## src/verilog/pm_pkg.sv

```systemverilog
// Constants, field positions and types of the power management registers.
`default_nettype none
package pm_pkg;

    // Configuration dword addresses holding the two registers.
    localparam logic [7:0] CAP_DW_ADDR   = 8'ha0;
    localparam logic [7:0] CTRL_DW_ADDR  = 8'ha4;
    localparam logic [1:0] ADDR_LSB_ZERO = 2'h0;

    // Byte lane and bit position of the capabilities word in its dword.
    localparam int CAP_LSB      = 16;
    localparam int CAP_BYTE_HI  = 3;

    // Capabilities field positions.
    localparam int CAP_D3C_WAKE = 15;
    localparam int CAP_WAKE_HI  = 14;
    localparam int CAP_WAKE_LO  = 11;
    localparam int CAP_D2       = 10;
    localparam int CAP_D1       = 9;
    localparam int CAP_RSV_HI   = 8;
    localparam int CAP_RSV_LO   = 6;
    localparam int CAP_DSI      = 5;
    localparam int CAP_AUX      = 4;
    localparam int CAP_CLK      = 3;
    localparam int CAP_VER_HI   = 2;
    localparam int CAP_VER_LO   = 0;

    // Capabilities field values.
    localparam logic [3:0] CAP_WAKE_STATES = 4'hf;
    localparam logic       CAP_D2_VAL      = 1'b1;
    localparam logic       CAP_D1_VAL      = 1'b1;
    localparam logic [2:0] CAP_RSV_VAL     = 3'h0;
    localparam logic       CAP_DSI_VAL     = 1'b0;
    localparam logic       CAP_AUX_VAL     = 1'b0;
    localparam logic [2:0] CAP_VERSION     = 3'h2;
    localparam logic       CAP_D3C_RESET   = 1'b1;

    // Control/status field positions.
    localparam int CS_STATUS    = 15;
    localparam int CS_SCALE_HI  = 14;
    localparam int CS_SCALE_LO  = 13;
    localparam int CS_SEL_HI    = 12;
    localparam int CS_SEL_LO    = 9;
    localparam int CS_ENABLE    = 8;
    localparam int CS_RSV_HI    = 7;
    localparam int CS_RSV_LO    = 2;
    localparam int CS_STATE_HI  = 1;
    localparam int CS_STATE_LO  = 0;
    localparam int CS_BYTE_LO   = 0;
    localparam int CS_BYTE_HI   = 1;

    // Control/status field values.
    localparam logic [1:0] CS_SCALE_VAL = 2'h0;
    localparam logic [3:0] CS_SEL_VAL   = 4'h0;
    localparam logic [5:0] CS_RSV_VAL   = 6'h0;

    // Power state encodings.
    typedef enum logic [1:0] {
        PS_D0    = 2'b00,
        PS_D1    = 2'b01,
        PS_D2    = 2'b10,
        PS_D3HOT = 2'b11
    } power_state_e;

    localparam logic [31:0] RDATA_ZERO = 32'h0000_0000;

endpackage
`default_nettype wire

```

## src/verilog/pm_wake_if.sv

```systemverilog
// Signals between the register bank and its wake event unit.
`timescale 1ns/1ns
`default_nettype none
interface pm_wake_if;
    logic enable;
    logic status_clear;
    logic status;

    modport regs (
        output enable,
        output status_clear,
        input  status
    );
    modport unit (
        input  enable,
        input  status_clear,
        output status
    );
endinterface
`default_nettype wire

```

## src/verilog/wake_event_unit.sv

```systemverilog
// Wake event status flag and wake event output.
`timescale 1ns/1ns
`default_nettype none
module wake_event_unit
    import pm_pkg::*;
(
    // Clock and resets.
    input  wire logic core_clk_i,
    input  wire logic rstn_i,
    input  wire logic bus_rstn_i,
    // Event source.
    input  wire logic wake_req_i,
    // Register side.
    pm_wake_if.unit   wake,
    // Wake event output.
    output logic      wake_event_o
);
    logic wake_event_status_q;

    always_ff @(posedge core_clk_i) begin
        if (!rstn_i) begin
            wake_event_status_q <= 1'b0;
        end else if (!bus_rstn_i && !wake.enable) begin
            wake_event_status_q <= 1'b0;
        end else if (wake_req_i) begin
            wake_event_status_q <= 1'b1;
        end else if (wake.status_clear) begin
            wake_event_status_q <= 1'b0;
        end
    end

    assign wake.status = wake_event_status_q;
    assign wake_event_o = wake_event_status_q && wake.enable;
endmodule
`default_nettype wire

```

## src/verilog/pci_power_mgmt_regs.sv

```systemverilog
// Power management capabilities and control/status registers.
`timescale 1ns/1ns
`default_nettype none
module pci_power_mgmt_regs
    import pm_pkg::*;
#(
    parameter logic WAKE_NEEDS_CLK = 1'b0
)
(
    // Clock and resets.
    input  wire logic        core_clk_i,
    input  wire logic        rstn_i,
    input  wire logic        bus_rstn_i,
    // Configuration access.
    input  wire logic [7:0]  cfg_addr_i,
    input  wire logic        cfg_rd_i,
    input  wire logic        cfg_wr_i,
    input  wire logic [3:0]  cfg_be_i,
    input  wire logic [31:0] cfg_wdata_i,
    output logic      [31:0] cfg_rdata_o,
    output logic             cfg_rvalid_o,
    // Function events and state.
    input  wire logic        wake_req_i,
    output logic             wake_event_o,
    output logic      [1:0]  power_state_o,
    output logic             int_rst_o
);
    pm_wake_if wake ();

    logic        d3c_wake_q;
    logic        wake_event_enable_q;
    logic [1:0]  power_state_field_q;
    logic        int_rst_q;
    logic [31:0] rdata_q;
    logic        rvalid_q;
    logic [15:0] cap_word;
    logic [15:0] cs_word;
    logic        cap_hit;
    logic        cs_hit;
    logic        cs_state_wr;
    logic [1:0]  new_state;

    // Selects a dword address with the low address bits clear.
    function automatic logic dw_hit(input logic [7:0] a,
                                    input logic [7:0] base);
        dw_hit = (a[7:2] == base[7:2]) && (a[1:0] == ADDR_LSB_ZERO);
    endfunction

    assign cap_hit = dw_hit(cfg_addr_i, CAP_DW_ADDR);
    assign cs_hit  = dw_hit(cfg_addr_i, CTRL_DW_ADDR);

    // Capabilities word as read.
    always_comb begin
        cap_word = 16'h0000;
        cap_word[CAP_D3C_WAKE] = d3c_wake_q;
        cap_word[CAP_WAKE_HI:CAP_WAKE_LO] = CAP_WAKE_STATES;
        cap_word[CAP_D2] = CAP_D2_VAL;
        cap_word[CAP_D1] = CAP_D1_VAL;
        cap_word[CAP_RSV_HI:CAP_RSV_LO] = CAP_RSV_VAL;
        cap_word[CAP_DSI] = CAP_DSI_VAL;
        cap_word[CAP_AUX] = CAP_AUX_VAL && d3c_wake_q;
        cap_word[CAP_CLK] = WAKE_NEEDS_CLK
                            && (d3c_wake_q || (|CAP_WAKE_STATES));
        cap_word[CAP_VER_HI:CAP_VER_LO] = CAP_VERSION;
    end

    // Control/status word as read.
    always_comb begin
        cs_word = 16'h0000;
        cs_word[CS_STATUS] = wake.status;
        cs_word[CS_SCALE_HI:CS_SCALE_LO] = CS_SCALE_VAL;
        cs_word[CS_SEL_HI:CS_SEL_LO] = CS_SEL_VAL;
        cs_word[CS_ENABLE] = wake_event_enable_q;
        cs_word[CS_RSV_HI:CS_RSV_LO] = CS_RSV_VAL;
        cs_word[CS_STATE_HI:CS_STATE_LO] = power_state_field_q;
    end

    // Cold-D3 wake advertisement, cleared back to one by global reset only.
    always_ff @(posedge core_clk_i) begin
        if (!rstn_i) begin
            d3c_wake_q <= CAP_D3C_RESET;
        end else if (cfg_wr_i && cap_hit && cfg_be_i[CAP_BYTE_HI]) begin
            d3c_wake_q <= cfg_wdata_i[CAP_LSB + CAP_D3C_WAKE];
        end
    end

    // Wake enable ignores the bus reset.
    always_ff @(posedge core_clk_i) begin
        if (!rstn_i) begin
            wake_event_enable_q <= 1'b0;
        end else if (cfg_wr_i && cs_hit && cfg_be_i[CS_BYTE_HI]) begin
            wake_event_enable_q <= cfg_wdata_i[CS_ENABLE];
        end
    end

    // Wake status clear on a write of one; a zero leaves it alone.
    assign wake.enable = wake_event_enable_q;
    assign wake.status_clear = cfg_wr_i && cs_hit && cfg_be_i[CS_BYTE_HI]
                               && cfg_wdata_i[CS_STATUS];

    // Power state field, held through the internal reset.
    assign cs_state_wr = cfg_wr_i && cs_hit && cfg_be_i[CS_BYTE_LO];
    assign new_state   = cfg_wdata_i[CS_STATE_HI:CS_STATE_LO];

    always_ff @(posedge core_clk_i) begin
        if (!rstn_i || !bus_rstn_i) begin
            power_state_field_q <= PS_D0;
        end else if (cs_state_wr) begin
            power_state_field_q <= new_state;
        end
    end

    // Internal reset pulse for the rest of the function.
    always_ff @(posedge core_clk_i) begin
        if (!rstn_i || !bus_rstn_i) begin
            int_rst_q <= 1'b0;
        end else begin
            int_rst_q <= cs_state_wr && (power_state_field_q == PS_D3HOT)
                         && (new_state == PS_D0);
        end
    end

    // Registered read data; unmapped addresses read zero.
    always_ff @(posedge core_clk_i) begin
        if (!rstn_i) begin
            rdata_q  <= RDATA_ZERO;
            rvalid_q <= 1'b0;
        end else begin
            rvalid_q <= cfg_rd_i;
            if (cfg_rd_i) begin
                if (cap_hit) begin
                    rdata_q <= {cap_word, 16'h0000};
                end else if (cs_hit) begin
                    rdata_q <= {16'h0000, cs_word};
                end else begin
                    rdata_q <= RDATA_ZERO;
                end
            end
        end
    end

    wake_event_unit u_wake (
        .core_clk_i   (core_clk_i),
        .rstn_i       (rstn_i),
        .bus_rstn_i   (bus_rstn_i),
        .wake_req_i   (wake_req_i),
        .wake         (wake.unit),
        .wake_event_o (wake_event_o)
    );

    assign cfg_rdata_o   = rdata_q;
    assign cfg_rvalid_o  = rvalid_q;
    assign power_state_o = power_state_field_q;
    assign int_rst_o     = int_rst_q;
endmodule
`default_nettype wire

```

## config.mk

```make
export PLATFORM = sky130hd
export DESIGN_NAME = pci_power_mgmt_regs
export DESIGN_NICKNAME = d
export VERILOG_FILES = /design/src/verilog/pm_pkg.sv /design/src/verilog/pm_wake_if.sv /design/src/verilog/wake_event_unit.sv /design/src/verilog/pci_power_mgmt_regs.sv
export SDC_FILE = /design/constraint.sdc
export NUM_CORES = 1
export LEC_CHECK = 0
export ABC_AREA = 1
export ABC_CLOCK_PERIOD_IN_PS = 1180
export BUFFER_PORTS_ARGS = -buffer_cell sky130_fd_sc_hd__buf_2
export CORE_ASPECT_RATIO = 0.9
export CORE_MARGIN = 5
export CORE_UTILIZATION = 33
export CTS_CLUSTER_SIZE = 20
export DETAILED_ROUTE_END_ITERATION = 8
export GPL_TIMING_DRIVEN = 0
export PLACE_DENSITY = 0.78
export REMOVE_ABC_BUFFERS = 1
export SETUP_SLACK_MARGIN = 0.15
export SLEW_MARGIN = 20
export SYNTH_ARGS = -nofsm -noshare
export SYNTH_HDL_FRONTEND = slang
export SYNTH_SLANG_ARGS = --single-unit
```

## constraint.sdc

```tcl
create_clock -name core_clk_i -period 1.18 [get_ports core_clk_i]
set_input_delay 0.059 -clock core_clk_i [delete_from_list [all_inputs] [get_ports core_clk_i]]
set_output_delay 0.059 -clock core_clk_i [all_outputs]
set_load 0.005 [all_outputs]
```

==> results of run 1 <==
==> final cells by class <==
type / count / area, µm² / share of cell area (%)
multi-input combinational: 74 / 353 / 38.4
sequential: 13 / 260 / 28.3
timing repair buffer: 39 / 200 / 21.8
inverter: 12 / 45.0 / 4.90
tap: 27 / 33.8 / 3.68
clock buffer: 4 / 26.3 / 2.86
==> state kept, by name, summed over array words and instances, names as in the netlist <==
register,flops
cfg_rdata_o,6
cfg_rvalid_o,1
d3c_wake_q,1
int_rst_o,1
power_state_o,2
u_wake.wake.status,1
wake.enable,1
==> layer usage <==
metal / vias up / part of all wire [%] / global-route usage (%)
met2: 30 / 49 / 14.7
li1: 358 / - / -
met5: - / 0 / 0
met4: 0 / 1.6 / 4.55
met1: 282 / 38 / 11.4
met3: 2 / 11 / 1.38
==> metrics by stage <==
stage | hold WS [ps] | instances | instance area, µm²
4_1_cts | 10.1 | 169 | 918
5_1_grt | 33.0 | 169 | 918
3_5_place_dp | 250 | 164 | 882
3_3_place_gp | 244 | 164 | 882
2_1_floorplan | 128 | 99 | 658
6_report | 9.89 | 169 | 918
==> cells by family after synthesis <==
logic type	count (synthesis)	synth area share [%]
compound gates	12	7.64
buf+inv	39	31.1
flops	13	33.1
other cells	1	0.477
simple gates	42	27.7
==> critical path, delay by kind of cell, from the launching register on <==
kind | cells | cell delay [ps]
flops | 1 | 380
buf+inv | 2 | 160
simple gates | 1 | 60
==> power groups by stage <==
stage	clock [W]	combinational [W]	sequential, W
finish	0.000268	0.0000981	0.000444
global placement	0	0.0000928	0.000454
floorplan	0	0.0000424	0.000454
detailed placement	0	0.0000937	0.000454
global route	0.000290	0.000114	0.000444
CTS	0.000272	0.0000963	0.000444
==> how the worst max path moves through the flow <==
stage | end | cells after the start | from | slack, ps
global route | wake_event_o | 3 | wake.enable$_SDFFE_PN0P_ | 200
CTS | wake_event_o | 3 | wake.enable$_SDFFE_PN0P_ | 240
finish | wake_event_o | 3 | wake.enable$_SDFFE_PN0P_ | 250
detailed placement | power_state_o[0]$_SDFFE_PP0P_ | 9 | cfg_addr_i[1] | 130
floorplan | power_state_o[0]$_SDFFE_PP0P_ | 8 | cfg_addr_i[1] | 320
global placement | power_state_o[0]$_SDFFE_PP0P_ | 9 | cfg_addr_i[1] | 130
==> cells in the final DEF, fill, tap and decap left out <==
master / instances
nor2_2: 3
nand2_1: 14
clkbuf_1: 1
inv_1: 12
nor3_2: 1
buf_2: 38
nor2_4: 2
nand2_2: 3
nand3_1: 9
a21oi_1: 9
nor2_1: 7
o21ai_0: 3
dfxtp_1: 13
nand2_4: 1
dlygate4sd3_1: 1
nand4_1: 2
clkbuf_4: 3
conb_1: 20
==> timing repair <==
action | in CTS | in global routing
hold buffers | 1 | 0
endpoints found under the hold margin | 1 | 0
buffers inserted | 0 | 0
==> summary.md, run 1 <==
| Metric | Value |
|---|---|
| Number of antenna violations at the first check in global routing | 0 |
| Vias after detailed routing | 672 |
| First-pass GRT wire length | 2.47 mm |
| Final net count | 193 |
| Cell depth of the worst hold path | 3 |
| Worst hold path endpoint | u_wake.wake.status$_SDFFE_PP0P_ |
| Cell-internal power | just over 0.0006 W |
| Cell type of the slowest stage on the worst timing path | dfxtp_1 |
| Die outline width | between 60 and 70 µm |
| Routed wirelength normalized by instance count | 9.56 µm |
| Setup WS post-layout | about 250 ps |
| Number of synthesized flops with an enable pin | 0 |
| Count of cells along the worst register-to-register path | 2 |
| Share of the synthesized area in the top cell type | 33.1% |
| Category of the worst setup path launch point | flop |
| Total clock buffers created by CTS | 3 |
| Reg2Reg Capture Point | int_rst_o$_SDFF_PP0_ |
| Top post-synthesis cells by area | dfxtp_1 (33%), buf_4 (25%), nand2_1 (6.7%) |
| CP Capture Type | primary output |
| CTS Root Cell | clkbuf_4 |
| Critical register-to-register path startpoint | power_state_o[1]$_SDFFE_PP0P_ |
| Cell accounting for the most synthesized area | dfxtp_1 |
| Synthesis-to-layout area growth | 16.9% |
| Static leakage | between 0.4 and 0.5 nW |
| GRT Overall Usage | 9.07% |
| Path type of the worst setup path | reg -> out |
| Most common flop cell mapped by yosys | dfxtp_1 |
| Largest stage delay, worst path | between 300 and 400 ps |
| Maximum number of pins on one net before global-route repair | 10 |
| Sequential fraction of the synthesis area | 33.1% |
| Yosys synthesis warning count | 0 |
| Top Ports | 87 |
| Count of max-cap constraint violations | 0 |
| Setup slack, reg-to-reg | 490 ps |
| Setup slack at placement | 125 ps |
| Die area | ~0.0035 mm² |
| Post-Route WL | ~1.6 mm |
| CTS sink count | 13 |
| Flops & latches, synth | 13 |
| Async SR Flop Fraction | 0% |
| Max-slew violation count | 0 |
| Required time of the worst setup path | between 1000 and 1500 ps |
| Status | complete, no violations |
| Hold Crit Start | wake_req_i |
| Remaining Overflow, GRT | 0 |
| Fraction of final layout cells sized beyond drive strength 1 | 35.9% |
| DR DRC count | 0 |
| Count of different cell masters after synthesis | 16 |
| Clock Power Share | about 33% |
| Insertion delay of the later-clocked pin in the worst-skew pair | 270 ps |
| Starting Density | between 30% and 40% |
| Detailed-route vias per instance | 3.98 |
| Half-perimeter wire length after placement | 1.40 mm |
| Syn Std Cell Area | between 700 and 800 µm² |
| Share of the clock period used by the worst path | 78.8% |
| Critical Path AT | between 800 and 900 ps |
| Number of routed nets with antenna violations | 0 |
| Vias in the first global route | 577 |
| Pwr dens | 882 mW/mm² |
| Setup violation total in the final timing report | 0 |
| Worst hold-check path type | in -> reg |
| Router iterations before antenna repair | 4 |
| Logic gate share of total power | 12.1% |
| Number of H-tree branching levels | 1 |
| Maximum buffer depth of the clock tree | 2 |
| Maximum vdd ir drop | 0.000345 V |
| Maximum clock frequency | 1080 MHz |
| Sequential cell fraction of total power | between 50% and 60% |
| Highest fanout seen on the critical path | 4 |
| Clock transition at the registers of the reported paths | 90 ps |
| Number of instances in the synthesized netlist | 107 |
| Chain of cells forming the critical path | nand2_1 > inv_1 > buf_2 |
| Number of endpoints with negative hold slack in the final report | 0 |
| Final weighted congestion of routability-driven global placement | 0.779 |
| Core Footprint | 0.00222 mm² |
| Number of rows created at floorplan | 16 |
| Time the final worst path needs with I/O delays and setup | a little over 900 ps |
| Switching part of the total power | 24.6% |
| Number of design-rule violations left by the first detailed-router iteration | 8 |
| Setup clock skew after layout | 14.6 ps |
| Post-synthesis average cell area | 7.34 µm² |
| Most frequent cell after synthesis | buf_4 |
| RSZ-0062 raised after global routing | false |
| I/O Buffers | 38 |
| Number of gates resized after cts | 0 |
| Final sum of negative setup slack | 0 ps |
| CTS tree | done |
| Diodes inserted | 0 |
| Power, Total | a little over 0.0008 W |
| Post-layout util | between 40% and 50% |
| Floorplan die height | 56.3 µm |
| Synth top cells by count | buf_4 (26), nand2_1 (14), dfxtp_1 (13), inv_1 (12) |
| Switching power | between 0.00015 and 0.0002 W |
| Fillcell total | 243 |
Note: power is estimated with default switching activity, not from simulation.
==> run 2: changes to the inputs <==
Settings changed: ABC_CLOCK_PERIOD_IN_PS 1180 to 800, CORE_UTILIZATION 33 to 30, PLACE_DENSITY 0.78 to 0.75.
Clock period 1.18 ns to 0.8 ns, I/O delays scaled along.
==> run 2 against run 1 <==
Compared with the run above:
- the flow now finishes with violations (negative hold slack, negative setup slack)
- final area grew 39%
- die area grew 8.3%
- via count grew 13%
- largest cell class unchanged
- critical path depth is the same
- core utilization grew 10 points
- power grew 57%
- worst hold slack lost 60 ps
- final cell count grew 7.7%
- clock skew shrank 8.5 ps
- flip-flop and latch count is the same
==> summary.md, run 2 (synthesis gave the netlist of run 1 again) <==
| Metric | Value |
|---|---|
| Setup WS post-layout | -61.3 ps |
| Final weighted congestion of routability-driven global placement | 0.741 |
| Category of cells accounting for the largest share of critical-path delay | flip-flops |
| Insertion delay of the later-clocked pin in the worst-skew pair | 280 ps |
| Total clock buffers created by CTS | 3 |
| Number of antenna violations at the first check in global routing | 0 |
| Top Ports | 87 |
| Starting Density | 31.6% |
| Reg2Reg Capture Point | int_rst_o$_SDFF_PP0_ |
| Status | finished, violations left |
| Cts-stage hold buffer count | 2 |
| Max-slew violation count | 0 |
| Count of cells along the worst register-to-register path | 3 |
| Leading cell type in the layout, fill and taps excluded | buf_6 |
| GRT Overall Usage | 9.58% |
| Crit. path cell count | 3 |
| Static leakage | 0.592 nW |
| Commonest cells after routing, fill and taps aside | buf_6 (26), conb_1 (20), buf_2 (18), nand2_1 (12) |
| Vias after detailed routing | 759 |
| Detailed-route vias per instance | around 4.2 |
| Number of routed nets with antenna violations | 0 |
| Time the final worst path needs with I/O delays and setup | ~860 ps |
| Highest fanout seen on the critical path | 2 |
| Maximum vdd ir drop | 0.000454 V |
| Chain of cells forming the critical path | nand2_1 > inv_1 > buf_2 |
| Routed wirelength normalized by instance count | 11.5 µm |
| DR DRC count | 0 |
| Worst hold-check path type | in -> reg |
| CTS Root Cell | clkbuf_4 |
| Fin area | 0.00128 mm² |
| Power, Total | 0.00127 W |
| Vias in the first global route | 698 |
| Core Footprint | 0.00249 mm² |
| Critical Path AT | 820 ps |
| Final net count | between 200 and 250 |
| Synthesis-to-layout area growth | 62.9% |
| Number of buffer and inverter stages on the critical path | 2 |
| Area after DPL | 883 µm² |
| Cell depth of the worst hold path | 2 |
| Die area | 0.00374 mm² |
| Setup clock skew after layout | 6.13 ps |
| Share of the clock period used by the worst path | 108% |
| Count of max-cap constraint violations | 0 |
| Max FFs per register | 6 |
| Clock transition at the registers of the reported paths | 80 ps |
| Hold Crit Start | cfg_wdata_i[1] |
| Post-Route WL | 2.09 mm |
| Number of rows created at floorplan | 17 |
| Number of H-tree branching levels | 1 |
| RSZ-0062 raised after global routing | true |
| Setup slack, reg-to-reg | around 30 ps |
| Setup violation total in the final timing report | 9 |
| Router iterations before antenna repair | 4 |
| CTS sink count | 13 |
| CTS tree | done |
| Largest stage delay, worst path | 330 ps |
| Critical path launch point | wake.enable$_SDFFE_PN0P_ |
| Pwr dens | between 900 and 1000 mW/mm² |
| Maximum clock frequency | 1160 MHz |
| Floorplan die height | 58.6 µm |
| Hold slack | -49.7 ps |
| Remaining Overflow, GRT | 0 |
| Category of the worst setup path launch point | flop |
| Cell type of the slowest stage on the worst timing path | dfxtp_2 |
| CP Capture Type | primary output |
| Number of design-rule violations left by the first detailed-router iteration | 16 |
| Maximum number of pins on one net before global-route repair | 9 |
| Die outline width | 63.9 µm |
| Half-perimeter wire length after placement | approximately 1.4 mm |
| Diodes inserted | 0 |
| Violations in the final reports | negative hold slack, negative setup slack |
| Worst hold path endpoint | int_rst_o$_SDFF_PP0_ |
| Path type of the worst setup path | reg -> out |
| First-pass GRT wire length | 2.84 mm |
| Critical register-to-register path startpoint | power_state_o[1]$_SDFFE_PP0P_ |
| Number of endpoints with negative hold slack in the final report | 1 |
| I/O Buffers | 38 |
| Fraction of final layout cells sized beyond drive strength 1 | between 60% and 70% |
| Required time of the worst setup path | 760 ps |
| Maximum buffer depth of the clock tree | 2 |
-- run 2: changes by cell type in the layout (fill, tap and decap cells not counted), moves of 9 or more --
cell	delta
buf_2	-20
buf_6	+26
dfxtp_1	-11
dfxtp_2	+9
-- run 2: cell type report --
cell class | count | area, µm²
Inverter | 12 | 45.0
Timing Repair Buffer | 51 | 440
Sequential cell | 13 | 279
Multi-Input combinational cell | 74 | 454
Tap cell | 28 | 35.0
Fill cell | 238 | 1210
Clock buffer | 4 | 26.3
-- run 2: worst max-delay path by stage --
stage,to,slack (ps)
global route,wake_event_o,-100
floorplan,power_state_o[0]$_SDFFE_PP0P_,-40
detailed placement,power_state_o[0]$_SDFFE_PP0P_,-240
CTS,wake_event_o,-70
finish,wake_event_o,-60
global placement,power_state_o[0]$_SDFFE_PP0P_,-230
-- run 2: metrics by stage --
step	hold slack (ps)	util (%)	worst slack [ps]	setup TNS [ps]	cells
after global placement	228	35.5	-231	-1490	165
after detailed placement	228	35.5	-239	-1590	165
final	-49.7	51.4	-61.3	-399	182
after CTS	-65.2	45.5	-65.2	-390	178
after floorplan	109	-	-39.5	-45.2	99
after global routing	-61.6	51.4	-99.9	-841	182
-- run 2: power breakdown --
part	internal [W]	switching (W)
logic	0.0000958	0.000118
clock network	0.000193	0.000218
registers	0.000645	0.00000210
total	0.000934	0.000338
-- run 2: timing repair --
action,CTS,global route
endpoints found under the setup margin,26,29
gates resized for setup,44,26
pin swaps,15,11
endpoints found under the hold margin,3,1
setup buffers,7,4
-- run 2: routing by layer --
metal | vias up | GRT usage [%] | share of wire (%)
met5 | - | 0 | 0
met4 | 0 | 6.23 | 1.1
met3 | 2 | 3.24 | 11
met2 | 39 | 17.8 | 52
met1 | 335 | 8.90 | 36
li1 | 383 | - | -
